### config.mk
export PLATFORM = sky130hd
export DESIGN_NAME = dgsp_ctrl
export DESIGN_NICKNAME = d
export VERILOG_FILES = /design/src/hdl/dgsp_pkg.sv /design/src/hdl/dgsp_ctrl.sv
export VERILOG_INCLUDE_DIRS = /design/src /design/src/hdl
export SDC_FILE = /design/constraint.sdc
export NUM_CORES = 1
export LEC_CHECK = 0
export ABC_CLOCK_PERIOD_IN_PS = 8300
export BUFFER_PORTS_ARGS = -buffer_cell sky130_fd_sc_hd__buf_2
export CORE_MARGIN = 2
export CORE_UTILIZATION = 61
export CTS_CLUSTER_SIZE = 16
export DETAILED_ROUTE_END_ITERATION = 8
export HOLD_SLACK_MARGIN = 0.15
export PLACE_DENSITY = 0.94
export RECOVER_POWER = 50
export SKIP_LAST_GASP = 1
export SYNTH_ARGS = -nofsm -noshare
export SYNTH_HDL_FRONTEND = slang
export SYNTH_SLANG_ARGS = --single-unit
### constraint.sdc
create_clock -name clk -period 8.3 [get_ports clk]
set_input_delay 0.415 -clock clk [delete_from_list [all_inputs] [get_ports clk]]
set_output_delay 0.415 -clock clk [all_outputs]
set_load 0.02 [all_outputs]
### src/hdl/dgsp_regs.svh
// Register offsets, field positions and reset values of the gain, sync
// position and polarity control bank.
// Assumes a byte-wide register file on an Avalon-MM word bus.
`ifndef DGSP_REGS_SVH
`define DGSP_REGS_SVH
`define DGSP_ADDR_W          8
`define DGSP_OFS_GAIN_CTL1   8'h2c
`define DGSP_OFS_LUMA_GAIN1  8'h2f
`define DGSP_OFS_SHADOW_HIGH 8'h31
`define DGSP_OFS_SHADOW_LOW  8'h32
`define DGSP_OFS_MISC_GAIN   8'h33
`define DGSP_OFS_HS_HIGH     8'h34
`define DGSP_OFS_HS_BEGIN    8'h35
`define DGSP_OFS_HS_END      8'h36
`define DGSP_OFS_POLARITY    8'h37
`define DGSP_OFS_RESAMPLE    8'h44
`define DGSP_RST_MODE_CTL    8'hce
`define DGSP_RST_LUMA_GAIN1  8'hf0
`define DGSP_RST_SHADOW_HIGH 8'h70
`define DGSP_RST_SHADOW_LOW  8'h00
`define DGSP_RST_MISC_GAIN   8'he3
`define DGSP_RST_HS_HIGH     8'h0f
`define DGSP_RST_HS_BEGIN    8'h01
`define DGSP_RST_HS_END      8'h00
`define DGSP_RST_POLARITY    8'h00
`define DGSP_RST_RESAMPLE    8'h01
`define DGSP_BIT_PEAK_WHITE_UPDATE_RATE      0
`define DGSP_BIT_AVG_LINES   1
`define DGSP_BIT_COLOR_KILL  6
`define DGSP_BIT_SURV_EN     7
`define DGSP_BIT_LOCK_INV    6
`define DGSP_AVG_FIRST_LINE  10'd33
`define DGSP_AVG_LAST_LONG   10'd310
`define DGSP_AVG_LAST_SHORT  10'd270
`define DGSP_CLK_HZ          125000000
`define DGSP_TC_SLOW_MS      2000
`define DGSP_TC_MED_MS       1000
`define DGSP_TC_FAST_MS      200
`define DGSP_GAIN_STEP_MAX   12'h001
`endif

### src/hdl/dgsp_pkg.sv
// Types of the gain, sync position and polarity control bank.
// Assumes the offsets in dgsp_regs.svh.
package dgsp_pkg;
  typedef enum logic [2:0] {
    LGM_MANUAL   = 3'b000,
    LGM_NOOVR_A  = 3'b001,
    LGM_AUTOOVR  = 3'b010,
    LGM_NOOVR_B  = 3'b011,
    LGM_AUTOOVR2 = 3'b100,
    LGM_PEAK     = 3'b101,
    LGM_AVERAGE  = 3'b110,
    LGM_FREEZE   = 3'b111
  } dgsp_gain_mode_t;

  typedef enum logic [1:0] {
    TRK_SLOW    = 2'b00,
    TRK_MEDIUM  = 2'b01,
    TRK_FAST    = 2'b10,
    TRK_QUALITY = 2'b11
  } dgsp_track_t;

  typedef struct packed {
    logic clkOut;
    logic clkHalf;
    logic qualClk;
    logic fifoHalf;
    logic fifoEmpty;
    logic fifoFull;
    logic dataValid;
    logic fieldSync;
    logic lineRef;
    logic vsync;
    logic hrefWin;
    logic vrefWin;
  } dgsp_video_t;

  typedef struct packed {
    logic       measPulse;
    logic [8:0] ireCeilPal;
    logic [8:0] ireCeilNtsc;
    logic       colorKill;
    logic       lockBit;
  } dgsp_ctl_t;
endpackage : dgsp_pkg

### src/hdl/dgsp_ctrl.sv
// Gain, sync position and polarity control bank of the video decoder.
// Assumes video timing strobes and raw internal levels from the decoder
// core on clk; all of them are synchronous to clk.
`timescale 1ns/100ps
`include "dgsp_regs.svh"
module dgsp_ctrl #(
  parameter int          CLK_HZ = `DGSP_CLK_HZ,
  parameter logic [11:0] MEAS_GAIN_INIT = 12'h400
) (
  input  wire logic                      clk,
  input  wire logic                      rst_b,
  input  wire logic                      clkEn,
  input  wire logic [7:0]                avs_address,
  input  wire logic                      avs_read,
  input  wire logic                      avs_write,
  input  wire logic [31:0]               avs_writedata,
  input  wire logic [3:0]                avs_byteenable,
  output logic [31:0]                    avs_readdata,
  output logic                           avs_waitrequest,
  output logic [1:0]                     avs_response,
  input  wire logic                      intHsyncFall,
  input  wire logic                      lineStart,
  input  wire logic                      fieldStart,
  input  wire logic [9:0]                lineNum,
  input  wire logic [11:0]               measGainTarget,
  input  wire logic [11:0]               videoQuality,
  input  wire dgsp_pkg::dgsp_video_t     rawVideo,
  input  wire logic                      rawLockBit,
  output dgsp_pkg::dgsp_video_t          outVideo_ff,
  output logic                           hsyncOut_ff,
  output dgsp_pkg::dgsp_ctl_t            ctlOut_ff,
  output logic [11:0]                    gainInUse_ff
);
  logic [7:0]  modeCtl_ff;
  logic [7:0]  lumaGain1_ff;
  logic [7:0]  shadowHigh_ff;
  logic [7:0]  shadowLow_ff;
  logic [7:0]  miscGain_ff;
  logic [7:0]  hsHigh_ff;
  logic [7:0]  hsBegin_ff;
  logic [7:0]  hsEnd_ff;
  logic [7:0]  polarity_ff;
  logic [7:0]  resample_ff;
  logic        ackPend_ff;
  logic [9:0]  pixCnt_ff;
  logic        pixRun_ff;
  logic [31:0] tcCnt_ff;
  logic        tcTick;
  logic [31:0] tcLimit;
  logic        busReq;
  logic        wrStrobe;
  logic        inWindow;
  logic [9:0]  lastLine;
  logic        updEvent;
  logic [11:0] nxt_gain;
  logic [7:0]  rdByte;
  logic        mapped;
  logic [9:0]  hsBeginCnt;
  logic [9:0]  hsEndCnt;
  dgsp_pkg::dgsp_gain_mode_t gainMode;
  dgsp_pkg::dgsp_track_t     trackSel;

  function automatic logic [31:0] msToCycles(input int ms);
    longint cyc;
    cyc = longint'(CLK_HZ) * longint'(ms) / 64'd1000;
    return (cyc < 1) ? 32'd1 : cyc[31:0];
  endfunction : msToCycles

  function automatic logic [11:0] stepToward(input logic [11:0] cur,
                                             input logic [11:0] tgt);
    if (tgt > cur)
      return cur + `DGSP_GAIN_STEP_MAX;
    else if (tgt < cur)
      return cur - `DGSP_GAIN_STEP_MAX;
    else
      return cur;
  endfunction : stepToward

  function automatic logic isMapped(input logic [7:0] a);
    case (a)
      `DGSP_OFS_GAIN_CTL1, `DGSP_OFS_LUMA_GAIN1, `DGSP_OFS_SHADOW_HIGH,
      `DGSP_OFS_SHADOW_LOW, `DGSP_OFS_MISC_GAIN, `DGSP_OFS_HS_HIGH,
      `DGSP_OFS_HS_BEGIN, `DGSP_OFS_HS_END, `DGSP_OFS_POLARITY,
      `DGSP_OFS_RESAMPLE: return 1'b1;
      default: return 1'b0;
    endcase
  endfunction : isMapped

  // Register byte address is the word index on this bus
  assign busReq   = (avs_read | avs_write) & ~ackPend_ff;
  assign wrStrobe = clkEn & busReq & avs_write & avs_byteenable[0];
  assign mapped   = isMapped(avs_address);
  assign gainMode = dgsp_pkg::dgsp_gain_mode_t'(modeCtl_ff[6:4]);
  assign trackSel = dgsp_pkg::dgsp_track_t'(lumaGain1_ff[7:6]);
  assign hsBeginCnt = {hsHigh_ff[7:6], hsBegin_ff};
  assign hsEndCnt   = {hsHigh_ff[5:4], hsEnd_ff};

  // One wait cycle, then answer; every access completes
  always_ff @(posedge clk) begin
    if (!rst_b) begin
      ackPend_ff <= 1'b0;
    end else if (clkEn) begin
      ackPend_ff <= busReq;
    end
  end

  always_comb begin
    rdByte = 8'h00;
    case (avs_address)
      `DGSP_OFS_GAIN_CTL1:   rdByte = modeCtl_ff;
      `DGSP_OFS_LUMA_GAIN1:  rdByte = lumaGain1_ff;
      `DGSP_OFS_SHADOW_HIGH: rdByte = {shadowHigh_ff[7:4],
                                       gainInUse_ff[11:8]};
      `DGSP_OFS_SHADOW_LOW:  rdByte = gainInUse_ff[7:0];
      `DGSP_OFS_MISC_GAIN:   rdByte = miscGain_ff;
      `DGSP_OFS_HS_HIGH:     rdByte = hsHigh_ff;
      `DGSP_OFS_HS_BEGIN:    rdByte = hsBegin_ff;
      `DGSP_OFS_HS_END:      rdByte = hsEnd_ff;
      `DGSP_OFS_POLARITY:    rdByte = polarity_ff;
      `DGSP_OFS_RESAMPLE:    rdByte = resample_ff;
      default:               rdByte = 8'h00;
    endcase
  end

  always_ff @(posedge clk) begin
    if (!rst_b) begin
      avs_waitrequest <= 1'b1;
      avs_readdata    <= 32'h00000000;
      avs_response    <= 2'b00;
    end else if (clkEn) begin
      avs_waitrequest <= ~busReq;
      if (busReq) begin
        avs_readdata <= avs_read ? {24'h000000, rdByte} : 32'h00000000;
        avs_response <= mapped ? 2'b00 : 2'b11;
      end
    end
  end

  // Reserved bits are stored as written; the host keeps them
  always_ff @(posedge clk) begin
    if (!rst_b) begin
      modeCtl_ff    <= `DGSP_RST_MODE_CTL;
      lumaGain1_ff  <= `DGSP_RST_LUMA_GAIN1;
      shadowHigh_ff <= `DGSP_RST_SHADOW_HIGH;
      shadowLow_ff  <= `DGSP_RST_SHADOW_LOW;
      miscGain_ff   <= `DGSP_RST_MISC_GAIN;
      hsHigh_ff     <= `DGSP_RST_HS_HIGH;
      hsBegin_ff    <= `DGSP_RST_HS_BEGIN;
      hsEnd_ff      <= `DGSP_RST_HS_END;
      polarity_ff   <= `DGSP_RST_POLARITY;
      resample_ff   <= `DGSP_RST_RESAMPLE;
    end else if (wrStrobe) begin
      case (avs_address)
        `DGSP_OFS_GAIN_CTL1:   modeCtl_ff    <= avs_writedata[7:0];
        `DGSP_OFS_LUMA_GAIN1:  lumaGain1_ff  <= avs_writedata[7:0];
        `DGSP_OFS_SHADOW_HIGH: shadowHigh_ff <= avs_writedata[7:0];
        `DGSP_OFS_SHADOW_LOW:  shadowLow_ff  <= avs_writedata[7:0];
        `DGSP_OFS_MISC_GAIN:   miscGain_ff   <= avs_writedata[7:0];
        `DGSP_OFS_HS_HIGH:     hsHigh_ff     <= avs_writedata[7:0];
        `DGSP_OFS_HS_BEGIN:    hsBegin_ff    <= avs_writedata[7:0];
        `DGSP_OFS_HS_END:      hsEnd_ff      <= avs_writedata[7:0];
        `DGSP_OFS_POLARITY:    polarity_ff   <= avs_writedata[7:0];
        `DGSP_OFS_RESAMPLE:    resample_ff   <= avs_writedata[7:0];
        default:               ;
      endcase
    end
  end

  // Tracking time constant as a step period
  always_comb begin
    case (trackSel)
      dgsp_pkg::TRK_SLOW:   tcLimit = msToCycles(`DGSP_TC_SLOW_MS) >> 12;
      dgsp_pkg::TRK_MEDIUM: tcLimit = msToCycles(`DGSP_TC_MED_MS) >> 12;
      dgsp_pkg::TRK_FAST:   tcLimit = msToCycles(`DGSP_TC_FAST_MS) >> 12;
      // Poorer video quality slows the loop down
      default: tcLimit = {20'h00000, videoQuality} + 32'd1;
    endcase
  end

  always_ff @(posedge clk) begin
    if (!rst_b) begin
      tcCnt_ff <= 32'h00000000;
    end else if (clkEn) begin
      tcCnt_ff <= tcTick ? 32'h00000000 : tcCnt_ff + 32'd1;
    end
  end
  assign tcTick = (tcCnt_ff >= tcLimit);

  assign lastLine = miscGain_ff[`DGSP_BIT_AVG_LINES] ?
                    `DGSP_AVG_LAST_SHORT : `DGSP_AVG_LAST_LONG;
  assign inWindow = (lineNum >= `DGSP_AVG_FIRST_LINE) &&
                    (lineNum <= lastLine);
  assign updEvent = miscGain_ff[`DGSP_BIT_PEAK_WHITE_UPDATE_RATE] ?
                    fieldStart : lineStart;

  always_comb begin
    nxt_gain = gainInUse_ff;
    case (gainMode)
      dgsp_pkg::LGM_MANUAL:
        nxt_gain = {shadowHigh_ff[3:0], shadowLow_ff};
      dgsp_pkg::LGM_PEAK, dgsp_pkg::LGM_AVERAGE:
        if (updEvent && inWindow)
          nxt_gain = stepToward(gainInUse_ff, measGainTarget);
      dgsp_pkg::LGM_AUTOOVR:
        if (tcTick)
          nxt_gain = stepToward(gainInUse_ff, measGainTarget);
      dgsp_pkg::LGM_FREEZE:
        nxt_gain = gainInUse_ff;
      default:
        if (updEvent)
          nxt_gain = measGainTarget;
    endcase
    // Surveillance: a store write reloads gain in automatic modes too
    if (shadowHigh_ff[`DGSP_BIT_SURV_EN] && wrStrobe &&
        avs_address == `DGSP_OFS_SHADOW_LOW)
      nxt_gain = {shadowHigh_ff[3:0], avs_writedata[7:0]};
  end

  always_ff @(posedge clk) begin
    if (!rst_b) begin
      gainInUse_ff <= MEAS_GAIN_INIT;
    end else if (clkEn) begin
      gainInUse_ff <= nxt_gain;
    end
  end

  // Hsync output placement within the line
  always_ff @(posedge clk) begin
    if (!rst_b) begin
      pixCnt_ff   <= 10'h000;
      pixRun_ff   <= 1'b0;
      hsyncOut_ff <= 1'b0;
    end else if (clkEn) begin
      if (intHsyncFall) begin
        pixCnt_ff <= 10'h000;
        pixRun_ff <= 1'b1;
      end else if (pixRun_ff) begin
        pixCnt_ff <= pixCnt_ff + 10'h001;
        if (pixCnt_ff == 10'h3ff)
          pixRun_ff <= 1'b0;
      end
      if (pixRun_ff && pixCnt_ff == hsBeginCnt)
        hsyncOut_ff <= ~polarity_ff[7];
      else if (pixRun_ff && pixCnt_ff == hsEndCnt)
        hsyncOut_ff <= polarity_ff[7];
      else if (!pixRun_ff)
        hsyncOut_ff <= polarity_ff[7];
    end
  end

  always_ff @(posedge clk) begin
    if (!rst_b) begin
      outVideo_ff <= '0;
    end else if (clkEn) begin
      outVideo_ff.clkOut    <= rawVideo.clkOut ^ polarity_ff[0];
      outVideo_ff.clkHalf   <= rawVideo.clkHalf ^ polarity_ff[0];
      outVideo_ff.qualClk   <= rawVideo.qualClk ^ polarity_ff[0];
      outVideo_ff.fifoHalf  <= rawVideo.fifoHalf ^ polarity_ff[1];
      outVideo_ff.fifoEmpty <= rawVideo.fifoEmpty ^ polarity_ff[1];
      outVideo_ff.fifoFull  <= rawVideo.fifoFull ^ polarity_ff[1];
      outVideo_ff.dataValid <= rawVideo.dataValid ^ polarity_ff[2];
      outVideo_ff.fieldSync <= rawVideo.fieldSync ^ polarity_ff[3];
      outVideo_ff.lineRef   <= rawVideo.lineRef ^ polarity_ff[4];
      outVideo_ff.vsync     <= rawVideo.vsync ^ polarity_ff[5];
      outVideo_ff.hrefWin   <= rawVideo.hrefWin ^ polarity_ff[6];
      outVideo_ff.vrefWin   <= rawVideo.vrefWin ^ polarity_ff[6];
    end
  end

  always_ff @(posedge clk) begin
    if (!rst_b) begin
      ctlOut_ff <= '0;
    end else if (clkEn) begin
      ctlOut_ff.measPulse <= updEvent & inWindow;
      ctlOut_ff.colorKill <= miscGain_ff[`DGSP_BIT_COLOR_KILL];
      ctlOut_ff.lockBit   <= rawLockBit ^
                             resample_ff[`DGSP_BIT_LOCK_INV];
      case (miscGain_ff[4:2])
        3'b000:  begin ctlOut_ff.ireCeilPal  <= 9'd133;
                       ctlOut_ff.ireCeilNtsc <= 9'd122; end
        3'b001:  begin ctlOut_ff.ireCeilPal  <= 9'd125;
                       ctlOut_ff.ireCeilNtsc <= 9'd115; end
        3'b010:  begin ctlOut_ff.ireCeilPal  <= 9'd120;
                       ctlOut_ff.ireCeilNtsc <= 9'd110; end
        3'b011:  begin ctlOut_ff.ireCeilPal  <= 9'd115;
                       ctlOut_ff.ireCeilNtsc <= 9'd105; end
        3'b100:  begin ctlOut_ff.ireCeilPal  <= 9'd110;
                       ctlOut_ff.ireCeilNtsc <= 9'd100; end
        3'b101:  begin ctlOut_ff.ireCeilPal  <= 9'd105;
                       ctlOut_ff.ireCeilNtsc <= 9'd100; end
        default: begin ctlOut_ff.ireCeilPal  <= 9'd100;
                       ctlOut_ff.ireCeilNtsc <= 9'd100; end
      endcase
    end
  end
endmodule : dgsp_ctrl

-- Word-level counts from Yosys, hierarchy flattened
Cells that the tools add are included.
W data, S select, Z words.
- input bits: 99
- logic and storage cells: 147
- register bits after elaboration: 205
- add/subtract/negate cells: 5
- muxes and demuxes: 24
- $lt $le $gt $ge: 5
- reductions and logical operators: 27
- equality and inequality tests: 28
- bitwise operators: 22
- operator list (kind ; count):
    $pmux W17 S6 ; 1
    $pmux W8 S10 ; 1
    $eq A8 B6 Y1 const B ; 9
    $mux W12 ; 6
    $pmux W12 S4 ; 1
    $pmux W16 S3 ; 1
    $add A32 B1 Y32 const B ; 1
    $ge A32 B32 Y1 ; 1
    $mux W32 ; 1
    $reduce_and A2 Y1 ; 13
    $eq A10 B10 Y1 ; 2
    $mux W10 ; 2
    $eq A3 B3 Y1 const B ; 5
    $add A12 B1 Y13 const B ; 1
    $xor A1 B1 Y1 ; 13
    $add A12 B1 Y12 const B ; 1
    $gt A12 B12 Y1 ; 1
    $lt A12 B12 Y1 ; 1
    $sub A12 B1 Y12 const B ; 1
    $add A10 B1 Y10 const B ; 1
    $eq A10 B10 Y1 const B ; 1
    $ge A10 B6 Y1 const B ; 1
    $le A10 B9 Y1 ; 1
    $reduce_or A10 Y1 ; 1
    22 further kinds ; 44

-- Longest topological paths before layout
Gate-level depths: netlist of run 1.
- depth in word-level cells: 9
- mapped depth: 17
- gate-level depth less buffers: 16

-- Least setup slack after synthesis of run 1
No wires, ideal clock.
- path type: reg-to-reg
- from: register gainInUse_ff[1]
- to: register gainInUse_ff[11]
- library setup time: 0.132 ns
- slack: 4.532 ns
- cell stages (with the launch flop): 17
- arrival time: 3.635 ns
- path through: dfxtp_1 inv_1 ha_1 nor2b_1 o211ai_1 a211o_1 a31oi_1 inv_1 ha_1 a21oi_1 o211ai_1 o41ai_1 o21ai_0 a21oi_1 xnor2_1 o311ai_0 a21oi_1
- word-level cells in the longest chain between the ends: 6
- RTL lines (element ; line ; text):
    start, declared ; dgsp_ctrl.sv:32 ; output logic [11:0] gainInUse_ff
    start signal, assigned ; dgsp_ctrl.sv:223 ; gainInUse_ff <= nxt_gain;
    $sub A12 B1 Y12 (no source line) / $lt A12 B12 Y1 (equally long branches) ; n/a ;
    $mux W12 ; dgsp_ctrl.sv:73 ; else if (tgt < cur)
    $mux W12 (*) ; dgsp_ctrl.sv:71 ; if (tgt > cur)
    $mux W12 (on tied branches) ; dgsp_ctrl.sv:205, dgsp_ctrl.sv:202 ;
    $pmux W12 S4 (*) ; dgsp_ctrl.sv:198 ; case (gainMode)
    $mux W12 (*) ; dgsp_ctrl.sv:214 ; if (shadowHigh_ff[`DGSP_BIT_SURV_EN] && wrStrobe &&
Every way passes the cells marked *; elsewhere a longest branch is shown, timed or not. The select of a mux whose other input is x is not followed.
A chain may end at the register's enable or synchronous reset.

-- Worst setup path after layout of run 1
- from: input port clkEn
- to: register gainInUse_ff[11]
- word-level cells in the longest chain between the ends: 7
- RTL lines (element ; line ; text):
    start, declared ; dgsp_ctrl.sv:12 ; input wire logic clkEn,
    $and A1 B1 Y1 (3 in series) ; dgsp_ctrl.sv:91 ; assign wrStrobe = clkEn & busReq & avs_write & avs_byteenable[0];
    $logic_and A1 B1 Y1 ; dgsp_ctrl.sv:214 ;
    $logic_and A1 B1 Y1 (no source line) ; n/a ;
    $ne A3 B3 Y1 (no source line) (tied with other cells) ; n/a ;
    $reduce_and A5 Y1 (no source line) ; n/a ;
Several ways; a longest one is shown, not always the timed one.

==> results of run 1 <==
worst max-delay path: stages:
cell and delay [ns]:
buf_2 0.07, clkbuf_1 1.73, nor2b_1 0.35, and3_2 0.21, buf_4 0.53, nand3_1 0.77, nand3_1 0.41, a2bb2oi_4 0.51
o311ai_0 0.27, a21oi_1 0.18
final cells by class:
type	instances	area, um2
Clock inverter	15	188
Clock buffer	17	425
Sequential cell	175	3500
Timing Repair Buffer	129	584
Fill cell	1163	4620
Tap cell	211	264
Multi-Input combinational cell	921	5570
Inverter	27	103
state kept, by name, summed over array words and instances, names as in the netlist, 10 cells and up:
signal        count
tcCnt_ff         32
ctlOut_ff        16
gainInUse_ff     12
outVideo_ff      12
pixCnt_ff        10
final timing paths:
check                                         to  slack, ns  cells past startpoint
worst min-delay path              outVideo_ff[3]       0.26                      3
worst max-delay path            gainInUse_ff[11]       3.18                     10
worst max register to register  gainInUse_ff[11]       3.77                     16
worst min register to register    resample_ff[2]       0.46                      2
layout by cell type (no fill, tap or decap), types with 7 or more instances in the layout:
master	count
and3_1	16
clkbuf_1	55
ha_1	48
nor2_1	138
a211oi_1	16
nor4_1	8
nor2b_1	10
a22oi_1	8
clkbuf_16	17
nand2_1	151
a31oi_1	22
conb_1	27
a22o_1	8
nand4_1	15
dfxtp_1	175
nor3_1	11
o21ai_0	34
a222oi_1	14
o211ai_1	11
or3_1	7
xnor2_1	42
nand3_1	90
inv_1	26
mux2i_1	26
a221oi_1	11
and4_1	8
a21oi_1	105
buf_2	71
xor2_1	34
stage by stage:
step	setup slack, ns	utilization	cell area [um2]	std cells
after floorplan	4.53	-	9690	1225
after global placement	4.02	0.662	10100	1463
after detailed placement	3.95	0.662	10100	1463
after CTS	3.87	0.702	10700	1495
after global routing	2.82	0.697	10600	1495
final	3.18	0.697	10600	1495
routing by layer:
metal  part of all wire  GRT usage  vias to the layer above
li1                   -          -                     4337
met1               0.38      0.403                     4305
met2               0.47      0.510                      590
met3               0.11     0.0590                      112
met4              0.042      0.155                        0
met5                  0          0                        -
where the power goes:
part / internal [mW] / switching (mW)
clock: 0.436 / 0.391
sequential: 0.853 / 0.0149
combinational: 0.0730 / 0.144
logic make-up after synthesis:
| kind of cell | count (synthesis) | share of synthesized area |
|---|---|---|
| and+or+nand+nor | 479 | 0.229 |
| muxes | 27 | 0.0283 |
| other | 1 | 0.000391 |
| xor gates and xnor gates | 76 | 0.0694 |
| AOI/OAI and AO/OA | 262 | 0.178 |
| DFF | 175 | 0.365 |
| buffers and inverters | 129 | 0.0643 |
| adders and majority gates | 50 | 0.0657 |
==> results.cfg, run 1 <==
[setup_path]
startpoint_type = primary input
arrival_ns = 5.48
required_ns = 8.66
reg2reg_from = gainInUse_ff[1]
cp-end-kind = flip-flop
setup.worst_path.start = clkEn
crit_fanout = 62
crit_type = primary input to flip-flop

[sta]
period_minus_slack_ns = 5.12
min_period_over_period = 0.617
setup_viol = 0
setup_tns_ns = 0
fmax_mhz = 195
skew_ns = 0.0145
rsz0062_at_grt = false
finalHoldViolations = 0
slew-limit-headroom = -0.627
whs_ns = 0.265
tightest_slew_ns = 2.44
final_max_slew_viol_count = 56

[layout]
synthToLayoutAreaGrowth_pct = 10.9
nets = 1419
diodes = 0
drive_gt1_frac = 0.0935

[run]
max-cap-violations = 1

[synth]
synth_top_flop_cell = dfxtp_1
syn_area_per_cell_um2 = 8.00
ys_seq_elements = 175
synth-edff-count = 0
yosys.area.top_type = dfxtp_1
yosysWarnings = 0
postSynthCellCount = 1199
ys_async_sr_fraction = 0
yosysMostFrequentCell = dfxtp_1
synthTopCellsByArea = dfxtp_1 (37%), ha_1 (6.3%), nand2_1 (5.9%)
synth.cell_area_um2 = 9590
synth_cell_types = 69
synth_common_cells = dfxtp_1 (175), nand2_1 (151), nor2_1 (138)
ys_seq_area_frac = 0.365
yosysTopAreaCellShare = 0.365

[place]
place_congestion = 0.959
numPortBuffers = 125
dp_hpwl_mm = 18.3

[global_route]
grt.overflow.total = 0
grt_max_degree = 100
grtUsageTotal = 0.314
grt_first_pass_wirelength_mm = 41.8
antenna_found_initial = 0
first_global_vias = 8424

[routing]
drc = 2
vias_per_cell = 6.25
first_iter_violations = 1159
ant_nets = 0
first_pass_iters = 9
via_count = 9344
drt-total-wl_mm = 26.6
wire_per_inst_um = 17.8

[floorplanning]
design.core.area_um2 = 15300
fp.dieW_um = 129
rows = 45
fp.dieH_um = 129
initial_core_util = 0.629
ios = 180
die-area_um2 = 16700

[hold_path]
min_path_type = primary input to flip-flop
min_from = rawVideo[3]

[power]
ir_worst_vdd_mv = 0.156
fin_total_pwr_mw = 1.91
p_leak_nw = 4.16
power_density_nw_per_um2 = 180

[cts]
post_cts_resized = 0
cts.path.max_buffers = 2
cts_tree = done
clockRootBuffer = clkbuf_16
cts.clk_slew.worst_paths_ns = 0.07
htree_levels = 4
cts-buffers-inserted = 17
cts_setup_buffers = 0
clk_latency_ns = 0.44
cts_hold_buf = 0
cts.sinks = 175

[status]
violations = DRC, capacitance limit, slew limit
outcome = finished with violations
Power figures use the tool's default switching activity.
==> run 2, diff against run 1 <==
--- a/config.mk
+++ b/config.mk
@@ -6,14 +6,15 @@
 export SDC_FILE = /design/constraint.sdc
 export NUM_CORES = 1
 export LEC_CHECK = 0
-export ABC_CLOCK_PERIOD_IN_PS = 8300
+export ABC_AREA = 1
+export ABC_CLOCK_PERIOD_IN_PS = 4700
 export BUFFER_PORTS_ARGS = -buffer_cell sky130_fd_sc_hd__buf_2
 export CORE_MARGIN = 2
-export CORE_UTILIZATION = 61
+export CORE_UTILIZATION = 51
 export CTS_CLUSTER_SIZE = 16
 export DETAILED_ROUTE_END_ITERATION = 8
 export HOLD_SLACK_MARGIN = 0.15
-export PLACE_DENSITY = 0.94
+export PLACE_DENSITY = 0.84
 export RECOVER_POWER = 50
 export SKIP_LAST_GASP = 1
 export SYNTH_ARGS = -nofsm -noshare
==> constraint.sdc (replaced) <==
create_clock -name clk -period 4.7 [get_ports clk]
set_input_delay 0.235 -clock clk [delete_from_list [all_inputs] [get_ports clk]]
set_output_delay 0.235 -clock clk [all_outputs]
set_load 0.02 [all_outputs]
==> results.cfg, run 2 <==
[setup_path]
startpoint_type = primary input
reg2reg_to = gainInUse_ff[8]
cp-endpoint = ctlOut_ff[11]
arrival_ns = 4.30
crit_type = primary input to flip-flop
reg2reg_from = ackPend_ff
rrSetupSlack_ns = 1.03
reg2reg_depth = 13
required_ns = 5.04
crit_fanout = 49
setup.worst_path.start = clkEn
cp-end-kind = flip-flop

[power]
ir_worst_vdd_mv = 0.232
power_density_nw_per_um2 = 294
p_leak_nw = 5.13

[layout]
top_regs = tcCnt_ff (32), ctlOut_ff (16)
nets = 1739
diodes = 0
largest_register = tcCnt_ff
final_cell_mix = nand2_1 (286), inv_1 (193), nor2_1 (176), dfxtp_1 (175), a21oi_1 (129)
fin_cells = 1869
mostFrequentLayoutCell = nand2_1
drive_gt1_frac = 0.0804
largest_reg_flops = 32
synthToLayoutAreaGrowth_pct = 12.8

[sta]
setup_tns_ns = 0
min_period_over_period = 0.842
final_max_slew_viol_count = 175
tightest_slew_ns = 3.08
setup_viol = 0
fmax_mhz = 253
period_minus_slack_ns = 3.96
slew-limit-headroom = -1.06
finalHoldViolations = 0
skew_ns = 0.00752
rsz0062_at_grt = false

[cts]
cts_tree = done
cts.clk_slew.worst_paths_ns = 0.07
cts.path.max_buffers = 2
cts_setup_buffers = 0
clockRootBuffer = clkbuf_16
clk_latency_ns = 0.43
cts.sinks = 175
htree_levels = 4
cts-buffers-inserted = 17

[floorplanning]
initial_core_util = 0.518
rows = 51
ios = 180
fp.dieH_um = 144
die-area_um2 = 20800
design.core.area_um2 = 19400
fp.dieW_um = 144

[synth]
ys_seq_elements = 175
synth_common_cells = nand2_1 (285), inv_1 (193), dfxtp_1 (175), nor2_1 (175), a21oi_1 (129)
yosysTopAreaCellShare = 0.349
yosysMostFrequentCell = nand2_1
synth-edff-count = 0
syn_area_per_cell_um2 = 6.79
yosysWarnings = 0
ys_async_sr_fraction = 0
synth_cell_types = 50
ys_seq_area_frac = 0.349
synth.cell_area_um2 = 10000
synthTopCellsByArea = dfxtp_1 (35%), nand2_1 (11%), inv_1 (7.2%)
yosys.area.top_type = dfxtp_1
synth_top_flop_cell = dfxtp_1
postSynthCellCount = 1479

[routing]
ant_nets = 0
drc = 0
first_iter_violations = 974
drt-total-wl_mm = 28.6
first_pass_iters = 5
wire_per_inst_um = 15.3
vias_per_cell = 5.46
via_count = 10200

[hold_path]
min_path_type = primary input to flip-flop
holdPathStages = 4

[global_route]
grt-busiest-layer = met2
grt.overflow.total = 0
antenna_found_initial = 0
grt_max_degree = 71
grt_first_pass_wirelength_mm = 45.3
grt_use_met3 = 0.0421
first_global_vias = 9248
grt_util_met1 = 0.369
grtUsageTotal = 0.277
grt_util_met2 = 0.457

[place]
numPortBuffers = 125
dp_cells = 1824
dp_hpwl_mm = 20.8
place_congestion = 0.959

[status]
violations = capacitance limit, slew limit
outcome = finished with violations

[run]
max-cap-violations = 3
run 2: cell count changes after synthesis, sizes merged, moves of 12 or more:
cell / previous run / this run
nor2: 138 / 180
a31oi: 22 / 4
clkbuf: 57 / 35
a222oi: 14 / 0
nor3: 13 / 36
o22ai: 0 / 12
mux2i: 26 / 0
nand2: 151 / 287
inv: 27 / 197
xnor2: 42 / 4
a21oi: 106 / 130
and3: 17 / 1
o21ai: 35 / 122
nand4: 15 / 29
run 2: per-stage QoR:
step / area (um2) / setup slack (ns) / hold WS (ns) / util / power (mW)
final: 11300 / 0.741 / 0.153 / 0.584 / 3.34
after global routing: 11300 / 0.338 / 0.159 / 0.584 / 3.47
after CTS: 11400 / 1.14 / 0.153 / 0.589 / 3.35
after detailed placement: 10700 / 1.11 / 0.428 / 0.553 / 2.01
after global placement: 10700 / 1.23 / 0.426 / 0.553 / 2.00
after floorplan: 10100 / 1.71 / 0.361 / - / 1.88
run 2: critical path, cell delays in order:
cell,delay [ns]
clkbuf_1,0.13
clkbuf_1,1.61
clkinv_1,1.13
buf_4,0.50
nor2_1,0.25
inv_1,0.09
nor2_1,0.13
a21oi_1,0.06
a21oi_1,0.14
run 2: cell families (layout without fill, tap and decap cells):
kind of cell | after synthesis | count (layout) | synth area share
buf+inv | 279 | 378 | 0.117
xor+xnor | 28 | 28 | 0.0244
simple gates | 631 | 631 | 0.275
other cells | 1 | 27 | 0.000373
flops | 175 | 175 | 0.349
fa+ha+maj | 49 | 49 | 0.0618
compound gates | 316 | 316 | 0.173
run 2: timing repair:
item                       in CTS  in global routing
gates resized for setup         0                  0
hold endpoints to repair       17                  0
hold buffers                   13                  0
setup endpoints to repair       0                  0
run 2: cell type report:
| type | instances | area [um2] |
|---|---|---|
| well taps | 265 | 332 |
| fillers | 1839 | 8070 |
| clock inverters | 14 | 129 |
| clock buffers | 18 | 439 |
| flip-flops and latches | 175 | 3500 |
| repair buffers | 146 | 731 |
| inverters | 200 | 751 |
| multi-input cells | 1051 | 5450 |
run 2: how the worst min path moves through the flow:
stage                                 from              to  slack [ns]
final                           lineNum[8]   ctlOut_ff[20]        0.15
after CTS                       lineNum[8]   ctlOut_ff[20]        0.15
after detailed placement      tcCnt_ff[17]    tcCnt_ff[17]        0.43
after global routing      avs_writedata[2]  polarity_ff[2]        0.16
after floorplan           avs_writedata[0]   hsBegin_ff[0]        0.36
after global placement        tcCnt_ff[17]    tcCnt_ff[17]        0.43
run 2: power by group:
part	total, mW	internal, mW	switching, mW
Clock	1.35	0.709	0.639
Combinational	0.456	0.145	0.311
Sequential	1.53	1.51	0.0232
run 2: layer usage:
layer | up-vias | routed length [um]
met5 | - | 0
met4 | 0 | 725
met3 | 61 | 2410
met2 | 483 | 13300
met1 | 4623 | 12200
li1 | 5044 | -
